### config.mk
export PLATFORM = sky130hd
export DESIGN_NAME = pfr_top
export DESIGN_NICKNAME = d
export VERILOG_FILES = /design/src/pfr_pkg.sv /design/src/pfr_top.sv
export VERILOG_INCLUDE_DIRS = /design/src
export SDC_FILE = /design/constraint.sdc
export NUM_CORES = 1
export LEC_CHECK = 0
export BUFFER_PORTS_ARGS = -buffer_cell sky130_fd_sc_hd__buf_2
export CAP_MARGIN = 5
export CORE_MARGIN = 5
export CORE_UTILIZATION = 35
export DETAILED_ROUTE_END_ITERATION = 6
export SYNTH_ARGS = -nofsm -noshare
export SYNTH_HDL_FRONTEND = slang
export SYNTH_SLANG_ARGS = --single-unit
### constraint.sdc
create_clock -name CLK_SYS_IN -period 1.85 [get_ports CLK_SYS_IN]
set_input_delay 0.4625 -clock CLK_SYS_IN [delete_from_list [all_inputs] [get_ports CLK_SYS_IN]]
set_output_delay 0.4625 -clock CLK_SYS_IN [all_outputs]
set_load 0.03 [all_outputs]
### src/pfr_defs.svh
// pfr_defs.svh: offsets, field positions and reset values of the force/init/reload selector
`ifndef PFR_DEFS_SVH
`define PFR_DEFS_SVH

// register offsets (word index on the plain register port)
`define PFR_SUBMODULE_CONTROL_TWO_ADDR        4'h0
`define PFR_STATUS_ADDR       4'h1

// control-two field positions
`define PFR_PAIR_A_INIT_BIT   12
`define PFR_PAIR_B_INIT_BIT   11
`define PFR_AUX_INIT_BIT      10
`define PFR_INIT_SEL_HI       9
`define PFR_INIT_SEL_LO       8
`define PFR_FORCE_INIT_ENABLE_BIT         7
`define PFR_FORCE_BIT         6
`define PFR_FORCE_SEL_HI      5
`define PFR_FORCE_SEL_LO      3
`define PFR_RELOAD_SEL_BIT    2

// reset value and writable mask (bit 6 is write-one self-clearing, reads zero)
`define PFR_SUBMODULE_CONTROL_TWO_RESET       16'h0000
`define PFR_SUBMODULE_CONTROL_TWO_WMASK       16'h1FBC

`endif

### src/pfr_pkg.sv
// pfr_pkg.sv: types of the force/init/reload selector
`default_nettype none
package pfr_pkg;
    // initialization source codes
    typedef enum logic [1:0] {
        PFR_INIT_LOCAL_SYNC    = 2'h0,
        PFR_INIT_MASTER_RELOAD = 2'h1,
        PFR_INIT_MASTER_SYNC   = 2'h2,
        PFR_INIT_RESERVED      = 2'h3
    } pfr_init_sel_t;

    // force source codes
    typedef enum logic [2:0] {
        PFR_FRC_SOFTWARE       = 3'h0,
        PFR_FRC_MASTER_FORCE   = 3'h1,
        PFR_FRC_LOCAL_RELOAD   = 3'h2,
        PFR_FRC_MASTER_RELOAD  = 3'h3,
        PFR_FRC_LOCAL_SYNC     = 3'h4,
        PFR_FRC_MASTER_SYNC    = 3'h5,
        PFR_FRC_EXTERNAL       = 3'h6,
        PFR_FRC_RESERVED       = 3'h7
    } pfr_force_sel_t;

    // event pulses arriving from this submodule and from submodule 0
    typedef struct packed {
        logic local_sync;
        logic local_reload;
        logic master_sync;
        logic master_reload;
        logic master_force;
    } pfr_events_t;
endpackage
`default_nettype wire

### src/pfr_top.sv
// pfr_top.sv: init, force and reload source selection of one modulator submodule
//
// The implementer's own choices: the address map and the address-and-strobe port.
`include "pfr_defs.svh"
`timescale 1ns/100ps
`default_nettype none

module pfr_top
#(
    parameter int SM_INDEX  = 1,   // position of this submodule; 0 is the master
    parameter int CNT_WIDTH = 16   // width of the counter and initial-count value
)
(
    // clock and reset
    input  wire logic                 CLK_SYS_IN,
    input  wire logic                 RESETN_IN,
    // register port
    input  wire logic [3:0]           ADDR_IN,
    input  wire logic [15:0]          WDATA_IN,
    input  wire logic                 WR_IN,
    input  wire logic                 RD_IN,
    output logic      [15:0]          RDATA_OUT,
    // event inputs
    input  wire pfr_pkg::pfr_events_t EVENTS_IN,
    input  wire logic                 EXTERNAL_FORCE_INPUT_IN,
    input  wire logic                 LOAD_OKAY_BIT_IN,
    input  wire logic [CNT_WIDTH-1:0] INIT_COUNT_IN,
    // deadtime source field values chosen for each pair on force
    input  wire logic [1:0]           PAIR_A_SOURCE_FIELD_IN,
    input  wire logic [1:0]           PAIR_B_SOURCE_FIELD_IN,
    // outputs to counter and pins
    output logic                      FORCE_OUT,
    output logic                      INIT_OUT,
    output logic [CNT_WIDTH-1:0]      INIT_VALUE_OUT,
    output logic                      RELOAD_OUT,
    output logic                      PRIMARY_OUTPUT_OUT,
    output logic                      SECONDARY_OUTPUT_OUT,
    output logic                      PAIR_A_LEVEL_OUT,
    output logic                      PAIR_B_LEVEL_OUT,
    output logic                      AUX_OUTPUT_OUT
);

    // ------------------------------------------------------------
    // elaboration checks
    // ------------------------------------------------------------
    if (SM_INDEX < 0 || CNT_WIDTH < 1 || CNT_WIDTH > 32)
    begin : g_bad_param
        $error("pfr_top: parameter out of range");
    end

    localparam logic IS_MASTER = (SM_INDEX == 0);  // master submodule gates master sources

    // ------------------------------------------------------------
    // control register
    // ------------------------------------------------------------
    logic [15:0]             submodule_control_two_reg;      // control-two storage
    logic                    sw_force_reg;   // one-cycle software force pulse
    pfr_pkg::pfr_init_sel_t  init_sel;       // init source field
    pfr_pkg::pfr_force_sel_t force_sel;      // force source field
    logic                    force_init_enable;          // force init enable
    logic                    reload_sel;     // reload source select
    logic                    force_next;     // selected force event
    logic                    init_next;      // selected init event
    logic                    reload_next;    // selected reload event
    logic                    wr_submodule_control_two;       // write to control-two

    assign wr_submodule_control_two   = WR_IN && (ADDR_IN == `PFR_SUBMODULE_CONTROL_TWO_ADDR);
    assign init_sel   = pfr_pkg::pfr_init_sel_t'(submodule_control_two_reg[`PFR_INIT_SEL_HI:`PFR_INIT_SEL_LO]);
    assign force_sel  = pfr_pkg::pfr_force_sel_t'(submodule_control_two_reg[`PFR_FORCE_SEL_HI:`PFR_FORCE_SEL_LO]);
    assign force_init_enable      = submodule_control_two_reg[`PFR_FORCE_INIT_ENABLE_BIT];
    assign reload_sel = submodule_control_two_reg[`PFR_RELOAD_SEL_BIT];

    // stores writable fields; force bit is never stored
    always_ff @(posedge CLK_SYS_IN or negedge RESETN_IN)
    begin
        if (!RESETN_IN)
            submodule_control_two_reg <= `PFR_SUBMODULE_CONTROL_TWO_RESET;
        else if (wr_submodule_control_two)
            submodule_control_two_reg <= WDATA_IN & `PFR_SUBMODULE_CONTROL_TWO_WMASK;
    end

    // writing one to the force bit makes a single pulse
    always_ff @(posedge CLK_SYS_IN or negedge RESETN_IN)
    begin
        if (!RESETN_IN)
            sw_force_reg <= 1'b0;
        else
            sw_force_reg <= wr_submodule_control_two && WDATA_IN[`PFR_FORCE_BIT];
    end

    // ------------------------------------------------------------
    // source selection
    // ------------------------------------------------------------
    // force origin picked by the force source field
    always_comb
    begin
        case (force_sel)
            pfr_pkg::PFR_FRC_SOFTWARE:      force_next = sw_force_reg;
            pfr_pkg::PFR_FRC_MASTER_FORCE:  force_next = !IS_MASTER && EVENTS_IN.master_force;
            pfr_pkg::PFR_FRC_LOCAL_RELOAD:  force_next = EVENTS_IN.local_reload;
            pfr_pkg::PFR_FRC_MASTER_RELOAD: force_next = !IS_MASTER && EVENTS_IN.master_reload;
            pfr_pkg::PFR_FRC_LOCAL_SYNC:    force_next = EVENTS_IN.local_sync;
            pfr_pkg::PFR_FRC_MASTER_SYNC:   force_next = !IS_MASTER && EVENTS_IN.master_sync;
            pfr_pkg::PFR_FRC_EXTERNAL:      force_next = EXTERNAL_FORCE_INPUT_IN;
            default:                        force_next = 1'b0;  // reserved code
        endcase
    end

    // counter init source, with the force path overriding when enabled
    always_comb
    begin
        case (init_sel)
            pfr_pkg::PFR_INIT_LOCAL_SYNC:    init_next = EVENTS_IN.local_sync;
            pfr_pkg::PFR_INIT_MASTER_RELOAD: init_next = !IS_MASTER && EVENTS_IN.master_reload;
            pfr_pkg::PFR_INIT_MASTER_SYNC:   init_next = !IS_MASTER && EVENTS_IN.master_sync;
            default:                         init_next = 1'b0;  // reserved code
        endcase
        if (force_init_enable && force_next)
            init_next = 1'b1;
    end

    // reload source; master path ignores the local load-okay bit
    always_comb
    begin
        if (reload_sel)
            reload_next = !IS_MASTER && EVENTS_IN.master_reload;
        else
            reload_next = EVENTS_IN.local_reload && LOAD_OKAY_BIT_IN;
    end

    // ------------------------------------------------------------
    // event outputs
    // ------------------------------------------------------------
    // registered event pulses
    always_ff @(posedge CLK_SYS_IN or negedge RESETN_IN)
    begin
        if (!RESETN_IN)
        begin
            FORCE_OUT  <= 1'b0;
            INIT_OUT   <= 1'b0;
            RELOAD_OUT <= 1'b0;
        end
        else
        begin
            FORCE_OUT  <= force_next;
            INIT_OUT   <= init_next;
            RELOAD_OUT <= reload_next;
        end
    end

    // initial-count value handed to the counter on a forced init
    always_ff @(posedge CLK_SYS_IN or negedge RESETN_IN)
    begin
        if (!RESETN_IN)
            INIT_VALUE_OUT <= '0;
        else if (force_init_enable && force_next)
            INIT_VALUE_OUT <= INIT_COUNT_IN;
    end

    // ------------------------------------------------------------
    // pin levels
    // ------------------------------------------------------------
    // pins take initial levels on init; force applies deadtime source values
    always_ff @(posedge CLK_SYS_IN or negedge RESETN_IN)
    begin
        if (!RESETN_IN)
        begin
            PRIMARY_OUTPUT_OUT   <= 1'b0;
            SECONDARY_OUTPUT_OUT <= 1'b0;
            PAIR_A_LEVEL_OUT     <= 1'b0;
            PAIR_B_LEVEL_OUT     <= 1'b0;
            AUX_OUTPUT_OUT       <= 1'b0;
        end
        else
        begin
            if (force_next)
            begin
                PRIMARY_OUTPUT_OUT   <= PAIR_A_SOURCE_FIELD_IN[0];
                SECONDARY_OUTPUT_OUT <= PAIR_B_SOURCE_FIELD_IN[0];
            end
            if (init_next)
            begin
                PAIR_A_LEVEL_OUT <= submodule_control_two_reg[`PFR_PAIR_A_INIT_BIT];
                PAIR_B_LEVEL_OUT <= submodule_control_two_reg[`PFR_PAIR_B_INIT_BIT];
                AUX_OUTPUT_OUT   <= submodule_control_two_reg[`PFR_AUX_INIT_BIT];
            end
        end
    end

    // ------------------------------------------------------------
    // read port
    // ------------------------------------------------------------
    // read data one cycle after the strobe, zero elsewhere and for unmapped
    always_ff @(posedge CLK_SYS_IN or negedge RESETN_IN)
    begin
        if (!RESETN_IN)
            RDATA_OUT <= 16'h0000;
        else if (RD_IN && ADDR_IN == `PFR_SUBMODULE_CONTROL_TWO_ADDR)
            RDATA_OUT <= submodule_control_two_reg;
        else if (RD_IN && ADDR_IN == `PFR_STATUS_ADDR)
            RDATA_OUT <= {11'h000, AUX_OUTPUT_OUT, PAIR_B_LEVEL_OUT, PAIR_A_LEVEL_OUT,
                          SECONDARY_OUTPUT_OUT, PRIMARY_OUTPUT_OUT};
        else
            RDATA_OUT <= 16'h0000;
    end

endmodule

`default_nettype wire

---- After elaboration in Yosys (flattened, before gate mapping) ----
Index checks and enable logic that the tools add are counted.
storage, ports and cells
  register bits ........................... 51
  latch bits .............................. 0
  bits in writable memories ............... 0
  memory bits (read-only) ................. 0
  input bits .............................. 51
  word-level logic and storage cells ...... 36
  memories ................................ 0
operators by class
  add/subtract/negate cells ............... 0
  $mul .................................... 0
  div/mod/pow operators ................... 0
  order comparisons ....................... 0
  eq/ne operators ......................... 9
  shifts and indexed selects .............. 0
  mux-type cells .......................... 6
  bitwise operators ....................... 0
  reduce and logical (&&, ||, !) cells .... 9
operators by type and width
  cell                                                                    count
  13-bit two-way mux                                                      1
  3-bit equality test (second input constant)                             3
  1-bit case mux with 7 select lines                                      1
  3-bit by 2-bit equality test with 1-bit output (second input constant)  2
  1-bit logical AND                                                       6
  5-bit two-way mux                                                       1
  4-bit by 1-bit equality test with 1-bit output (second input constant)  1
  4-bit logical NOT                                                       1
  3-bit by 1-bit equality test with 1-bit output (second input constant)  1
  3-bit logical NOT                                                       1
  1-bit case mux with 3 select lines                                      1
  2-bit by 1-bit equality test with 1-bit output (second input constant)  1
  2-bit equality test (second input constant)                             1
  2-bit logical NOT                                                       1
  1-bit two-way mux                                                       2

---- Logic depth before layout (Yosys ltp) ----
Gate-level depths: netlist of run 1.
  depth in word-level cells ............... 4
  depth in mapped cells ................... 6
  depth with buffers taken out ............ 4

---- Worst setup path after synthesis of run 1 ----
Ideal clock, no wire load.
  path kind ............................... register to register
  start ................................... register submodule_control_two_reg[3]
  end ..................................... register AUX_OUTPUT_OUT
  library setup time ...................... 125 ps
  arrival ................................. 1456 ps
  path slack .............................. 269 ps
  cell stages (with the launch flop) ...... 6
  buffers on the path ..................... 1
  cell sequence ........................... dfrtp_1 -> buf_4 -> mux2i_1 -> a22oi_2 -> a31oi_1 -> mux2_2
on the way
  longest elaborated chain between the ends .. 4
  elaborated cells between the ends (all ways) .. 10
  classes of those cells .................. eq/ne: 6; mux: 2; reduce/logical: 2
ends and longest elaborated chain
  item                                               line            text
  start, declared                                    pfr_top.sv:56   logic [15:0] submodule_control_two_reg;
  start signal, assigned                             pfr_top.sv:77   submodule_control_two_reg <= `PFR_SUBMODULE_CONTROL_TWO_RESET;
  start signal, assigned                             pfr_top.sv:79   submodule_control_two_reg <= WDATA_IN & `PFR_SUBMODULE_CONTROL_TWO_WMASK;
  3-bit equality test, or another cell as far along  pfr_top.sv:97   case (force_sel)
  1-bit case mux with 7 select lines *               pfr_top.sv:97
  1-bit logical AND *                                pfr_top.sv:118  if (force_init_enable && force_next)
  1-bit two-way mux *                                pfr_top.sv:118
  end signal, assigned                               pfr_top.sv:185  AUX_OUTPUT_OUT <= submodule_control_two_reg[`PFR_AUX_INIT_BIT];
  end, declared                                      pfr_top.sv:40   output logic AUX_OUTPUT_OUT
Mark *: on every way between the ends. The rest lies on a longest branch, timed or not.
A chain may end at the register's enable or synchronous reset.

---- Final worst setup path of run 1 ----
  start ................................... register submodule_control_two_reg[3]
  end ..................................... register INIT_VALUE_OUT[10]
on the way
  longest elaborated chain between the ends .. 3
  elaborated cells between the ends (all ways) .. 9
  classes of those cells .................. eq/ne: 6; mux: 1; reduce/logical: 2
ends and longest elaborated chain
  item                                               line            text
  3-bit equality test, or another cell as far along  pfr_top.sv:97
  1-bit case mux with 7 select lines *               pfr_top.sv:97
  1-bit logical AND *                                pfr_top.sv:156  else if (force_init_enable && force_next)
  end signal, assigned                               pfr_top.sv:155  INIT_VALUE_OUT <= '0;
  end signal, assigned                               pfr_top.sv:157  INIT_VALUE_OUT <= INIT_COUNT_IN;
  end, declared                                      pfr_top.sv:34   output logic [CNT_WIDTH-1:0] INIT_VALUE_OUT,
Marked as above.

==> results of run 1 <==
[final cells by class]
cell class                 count  area (um2)
multi-input combinational     75       676.9
tap                           70       87.58
fill                         500        2704
clock buffer                   8       100.1
timing repair buffer          85       452.9
inverter                       2       7.507
sequential                    47        1176
[power breakdown]
part	internal, mW	total, mW	switching (mW)
Sequential	1.33	1.51	0.177
Combinational	0.618	1.49	0.870
Clock	0.341	0.662	0.320
[path summary, 6_finish.rpt]
kind | end | depth (start not counted)
max in group asynchronous | submodule_control_two_reg[12]$_DFFE_PN0P_ | 2
setup reg to reg | INIT_VALUE_OUT[10]$_DFFE_PN0P_ | 4
hold / removal | submodule_control_two_reg[3]$_DFFE_PN0P_ | 1
setup / recovery | INIT_VALUE_OUT[10]$_DFFE_PN0P_ | 4
hold reg to reg | INIT_VALUE_OUT[4]$_DFFE_PN0P_ | 1
min in group CLK_SYS_IN | sw_force_reg$_DFF_PN0_ | 3
[worst register-to-register path: cells and delay by family (launching register included)]
| family | cells | cell delay (ns) |
|---|---|---|
| compound gates | 1 | 0.25 |
| simple gates | 1 | 0.30 |
| flops | 1 | 0.48 |
| mux | 2 | 0.57 |
[per-stage QoR]
| step | worst slack [ns] | total power [mW] | cell area (um2) | std cells |
|---|---|---|---|---|
| CTS | 0.1106 | 3.713 | 2501 | 287 |
| floorplan | 0.2695 | 2.600 | 1918 | 132 |
| detailed placement | 0.08694 | 3.047 | 2401 | 279 |
| global placement | 0.09727 | 3.020 | 2401 | 279 |
| global route | 0.009853 | 3.864 | 2501 | 287 |
| finish | 0.1446 | 3.660 | 2501 | 287 |
[layout by cell type, fill, tap and decap left out, types with 2 or more instances in the layout]
cell type   n
buf_2      79
dfrtp_1    47
mux2_2     21
mux2_4     10
and2_1      9
mux2i_1     7
clkbuf_8    7
nor2_1      6
nand2_1     5
buf_4       5
conb_1      4
nor2b_1     2
and3_1      2
inv_1       2
[cells by family after synthesis]
group,count (synthesis),share of synthesized area
buffers and inverters,10,0.03412
DFF,47,0.6168
muxes,38,0.2395
AOI/OAI and AO/OA,5,0.02362
and+or+nand+nor,28,0.08399
other,1,0.001967
[per-layer routing]
| layer | up-vias | share of wire | track usage |
|---|---|---|---|
| met5 | - | 0 | 0 |
| met4 | 0 | 0.010 | 0.03947 |
| met3 | 4 | 0.055 | 0.03653 |
| met2 | 41 | 0.51 | 0.2025 |
| met1 | 600 | 0.43 | 0.1389 |
| li1 | 606 | - | - |
[cells in the mapped netlist]
library cell	instances	share of area
a22oi_2	1	0.0066
a2bb2oi_2	1	0.0079
a31oi_1	1	0.0033
and2_1	9	0.030
and2b_1	1	0.0039
and3_1	2	0.0066
buf_2	1	0.0026
buf_4	5	0.020
buf_6	1	0.0059
clkbuf_1	1	0.0020
conb_1	1	0.0020
dfrtp_1	47	0.62
inv_1	2	0.0039
mux2_2	21	0.12
mux2_4	10	0.079
mux2i_1	7	0.037
nand2_1	5	0.0098
nand3_4	1	0.0092
nand3b_1	1	0.0039
nor2_1	6	0.012
nor2b_1	2	0.0066
nor3_1	1	0.0026
o21ai_0	1	0.0026
o22ai_1	1	0.0033
==> results.py, run 1 <==
metrics = {
    "cts": {
        "cts_max_level": 2,
        "clk_path_buf_depth": 2,
        "postCtsHoldBufs": 0,
        "ctsResizeCount": 0,
        "post_cts_buffers": 0,
        "cts_tree": "built",
        "clock-sinks": 47,
        "root_buffer": "clkbuf_8",
        "cts_buffers": 5,
        "worstSkewPairLatency_ns": 0.29,
        "clkTransAtPathRegs_ns": 0.08,
    },
    "pwr": {
        "power_density_nw_per_um2": 1463,
        "peakVddDrop_uv": 537.2,
        "p_leak_nw": 1.334,
    },
    "route": {
        "drc": 0,
        "wire_per_inst_um": 13.80,
        "dr.first_iter.drc_count": 17,
        "viasPerCell": 4.359,
        "drtPass1Iterations": 4,
        "vias": 1251,
        "drtAntennaViolNets": 0,
        "wirelength_mm": 3.962,
    },
    "worst_setup_path": {
        "cp.arrival_ns": 1.88,
        "crit_buf_inv": 0,
        "crit_path_max_fanout": 16,
        "slowest_stage": "dfrtp_1",
        "crit_type": "register to register",
        "cp_cell_sequence": "mux2i_1 > a22oi_2 > nand3_4 > mux2_4",
        "critPathRequiredTime_ns": 2.03,
        "rr_startpoint": "submodule_control_two_reg[3]$_DFFE_PN0P_",
        "r2r_slack_ns": 0.14,
        "start_kind": "register",
        "crit_path_start": "submodule_control_two_reg[3]$_DFFE_PN0P_",
        "end_kind": "register",
        "critPathMaxStageDelay_ns": 0.48,
        "critical_path.top_delay_family": "multiplexers",
    },
    "global_routing": {
        "grt_antenna_before_repair": 0,
        "grt-ovfl-total": 0,
        "grt_pass1_wl_mm": 6.548,
        "grt_max_degree": 28,
        "grt_util_all_layers": 0.1177,
        "grt_pass1_vias": 1317,
    },
    "synthesis": {
        "yosysWarnings": 0,
        "yosys.cell_types.count": 24,
        "yosysSeqAreaShare": 0.6168,
        "ys_ff_latch": 47,
        "synth_cells": 129,
        "synth_area_per_cell_um2": 14.78,
        "synth_area_um2": 1907,
    },
    "job": {
        "max-cap-violations": 0,
    },
    "placement": {
        "gp_congestion": 0.7132,
        "dp_hpwl_mm": 3.131,
        "io_buffers": 79,
    },
    "cells_and_area": {
        "area_growth_syn_to_layout_pct": 31.17,
        "largest_reg_flops": 16,
        "final_nets": 267,
        "fin_util": 0.4805,
        "drive_gt1_frac": 0.5806,
        "diodes": 0,
    },
    "run_status": {
        "status": "complete, no violations",
    },
    "timing": {
        "final.setup.tns_ns": 0,
        "final-hold-violation-count": 0,
        "period_share": 0.9218,
        "setup_viol": 0,
        "rsz0062_at_grt": "false",
        "worst_pin_slew_ns": 0.5116,
        "slew_violations": 0,
        "slew_headroom": 0.6590,
        "fin_crit_ns": 1.705,
        "clock.fmax_mhz": 586.4,
        "hold_ws_ns": 0.1337,
        "fin_skew_ns": 0.004792,
    },
    "floorplan": {
        "start_util": 0.3663,
        "die_h_um": 83.81,
        "die_width_um": 83.81,
        "core_um2": 5205,
        "num_rows": 26,
        "dieArea_um2": 7024,
        "io_pins": 91,
    },
    "min_path": {
        "hold_class": "input port to async pin",
    },
}
No activity file was read; power rests on OpenSTA's default activity.
==> run 2, diff against run 1 <==
--- a/config.mk
+++ b/config.mk
@@ -9,7 +9,7 @@
 export BUFFER_PORTS_ARGS = -buffer_cell sky130_fd_sc_hd__buf_2
 export CAP_MARGIN = 5
 export CORE_MARGIN = 5
-export CORE_UTILIZATION = 35
+export CORE_UTILIZATION = 29
 export DETAILED_ROUTE_END_ITERATION = 6
 export SYNTH_ARGS = -nofsm -noshare
 export SYNTH_HDL_FRONTEND = slang
==> results.py, run 2 (same netlist as run 1, synthesis figures left out) <==
metrics = {
    "floorplan": {
        "die_width_um": 91.09,
        "start_util": 0.2986,
        "dieArea_um2": 8297,
        "num_rows": 29,
        "core_um2": 6386,
        "die_h_um": 91.09,
        "io_pins": 91,
    },
    "cts": {
        "clk_path_buf_depth": 2,
        "worstSkewPairLatency_ns": 0.30,
        "ctsResizeCount": 0,
        "post_cts_buffers": 0,
        "clock-sinks": 47,
        "root_buffer": "clkbuf_8",
        "cts_tree": "built",
        "cts_max_level": 2,
        "postCtsHoldBufs": 0,
        "clkTransAtPathRegs_ns": 0.09,
        "cts_buffers": 5,
    },
    "timing": {
        "fin_skew_ns": 0.008301,
        "final-hold-violation-count": 0,
        "clock.fmax_mhz": 583.5,
        "setup_viol": 0,
        "final.setup.tns_ns": 0,
        "rsz0062_at_grt": "false",
        "period_share": 0.9264,
        "fin_crit_ns": 1.714,
        "slew_violations": 0,
    },
    "placement": {
        "gp_congestion": 0.7032,
        "placed_area_um2": 2410,
        "dpl.cell_count": 286,
        "io_buffers": 79,
        "dp_hpwl_mm": 3.328,
    },
    "cells_and_area": {
        "instances_no_fill": 294,
        "drive_gt1_frac": 0.5853,
        "fin_area_um2": 2546,
        "area_growth_syn_to_layout_pct": 33.53,
        "layout_common_cells": "79 x buf_2, 47 x dfrtp_1, 21 x mux2_2",
        "largest_reg_flops": 16,
        "final_common_cell": "buf_2",
        "diodes": 0,
        "final_nets": 267,
    },
    "worst_setup_path": {
        "crit_path_max_fanout": 16,
        "cp.arrival_ns": 1.89,
        "rr_worst_depth": 4,
        "crit_type": "register to register",
        "start_kind": "register",
        "critPathRequiredTime_ns": 2.03,
        "end_kind": "register",
    },
    "global_routing": {
        "grt_pass1_vias": 1376,
        "grt_antenna_before_repair": 0,
        "grt-ovfl-total": 0,
        "grt_pass1_wl_mm": 6.948,
        "grt_max_degree": 29,
        "grt_util_all_layers": 0.1038,
    },
    "route": {
        "vias": 1261,
        "dr.first_iter.drc_count": 24,
        "wirelength_mm": 4.225,
        "drtPass1Iterations": 4,
        "drtAntennaViolNets": 0,
        "drc": 0,
        "viasPerCell": 4.289,
        "wire_per_inst_um": 14.37,
    },
    "job": {
        "max-cap-violations": 0,
    },
    "run_status": {
        "status": "complete, no violations",
    },
    "pwr": {
        "p_leak_nw": 1.346,
        "peakVddDrop_uv": 817.0,
        "power_density_nw_per_um2": 1526,
        "total_power_mw": 3.885,
    },
    "min_path": {
        "hold_class": "input port to async pin",
    },
}
-- run 2: cell types whose count changed in the layout (fill, tap and decap cells not counted) --
cell,before,now
clkbuf_8,7,5
bufinv_16,0,2
clkinvlp_4,0,1
clkbuf_1,1,0
-- run 2: final cells by class --
class | count | area, um2
sequential | 47 | 1176
clock inverter | 3 | 67.56
fill | 632 | 3840
timing repair buffer | 85 | 452.9
tap | 77 | 96.34
multi-input combinational | 75 | 676.9
inverter | 2 | 7.507
clock buffer | 5 | 68.82
-- run 2: power by group --
part | leakage [nW] | switching, mW | internal (mW)
logic | 0.694 | 0.875 | 0.613
clock network | 0.0644 | 0.344 | 0.539
registers | 0.588 | 0.183 | 1.33
total | 1.35 | 1.40 | 2.48
-- run 2: final timing paths --
check / startpoint / endpoint / slack (ns)
setup / recovery: submodule_control_two_reg[3]$_DFFE_PN0P_ / INIT_VALUE_OUT[10]$_DFFE_PN0P_ / 0.14
hold / removal: RESETN_IN / INIT_VALUE_OUT[2]$_DFFE_PN0P_ / 0.11
setup reg to reg: submodule_control_two_reg[3]$_DFFE_PN0P_ / INIT_VALUE_OUT[10]$_DFFE_PN0P_ / 0.14
hold reg to reg: INIT_VALUE_OUT[14]$_DFFE_PN0P_ / INIT_VALUE_OUT[14]$_DFFE_PN0P_ / 0.51
max in group asynchronous: RESETN_IN / PRIMARY_OUTPUT_OUT$_DFFE_PN0P_ / 1.23
min in group CLK_SYS_IN: WDATA_IN[6] / sw_force_reg$_DFF_PN0_ / 0.37
-- run 2: through the flow --
step	setup slack (ns)	hold WS, ns	utilization
detailed placement	0.06053	0.4485	0.3774
CTS	0.1027	0.1144	0.3987
global route	0.02531	0.1304	0.3987
global placement	0.1071	0.4409	0.3774
floorplan	0.2695	0.1669	-
finish	0.1361	0.1069	0.3987
-- run 2: layer usage --
metal  vias to the layer above  track usage  part of all wire
li1                        600            -                 -
met1                       602       0.1255              0.41
met2                        57       0.1683              0.49
met3                         2      0.04050             0.094
met4                         0      0.03667            0.0099
met5                         -            0                 0
-- run 2: critical path, stage by stage, from the launching register on --
cell and delay [ns]:
dfrtp_1 0.48, nor2b_1 0.19, a2bb2oi_2 0.25, nand3_4 0.28, mux2_4 0.38
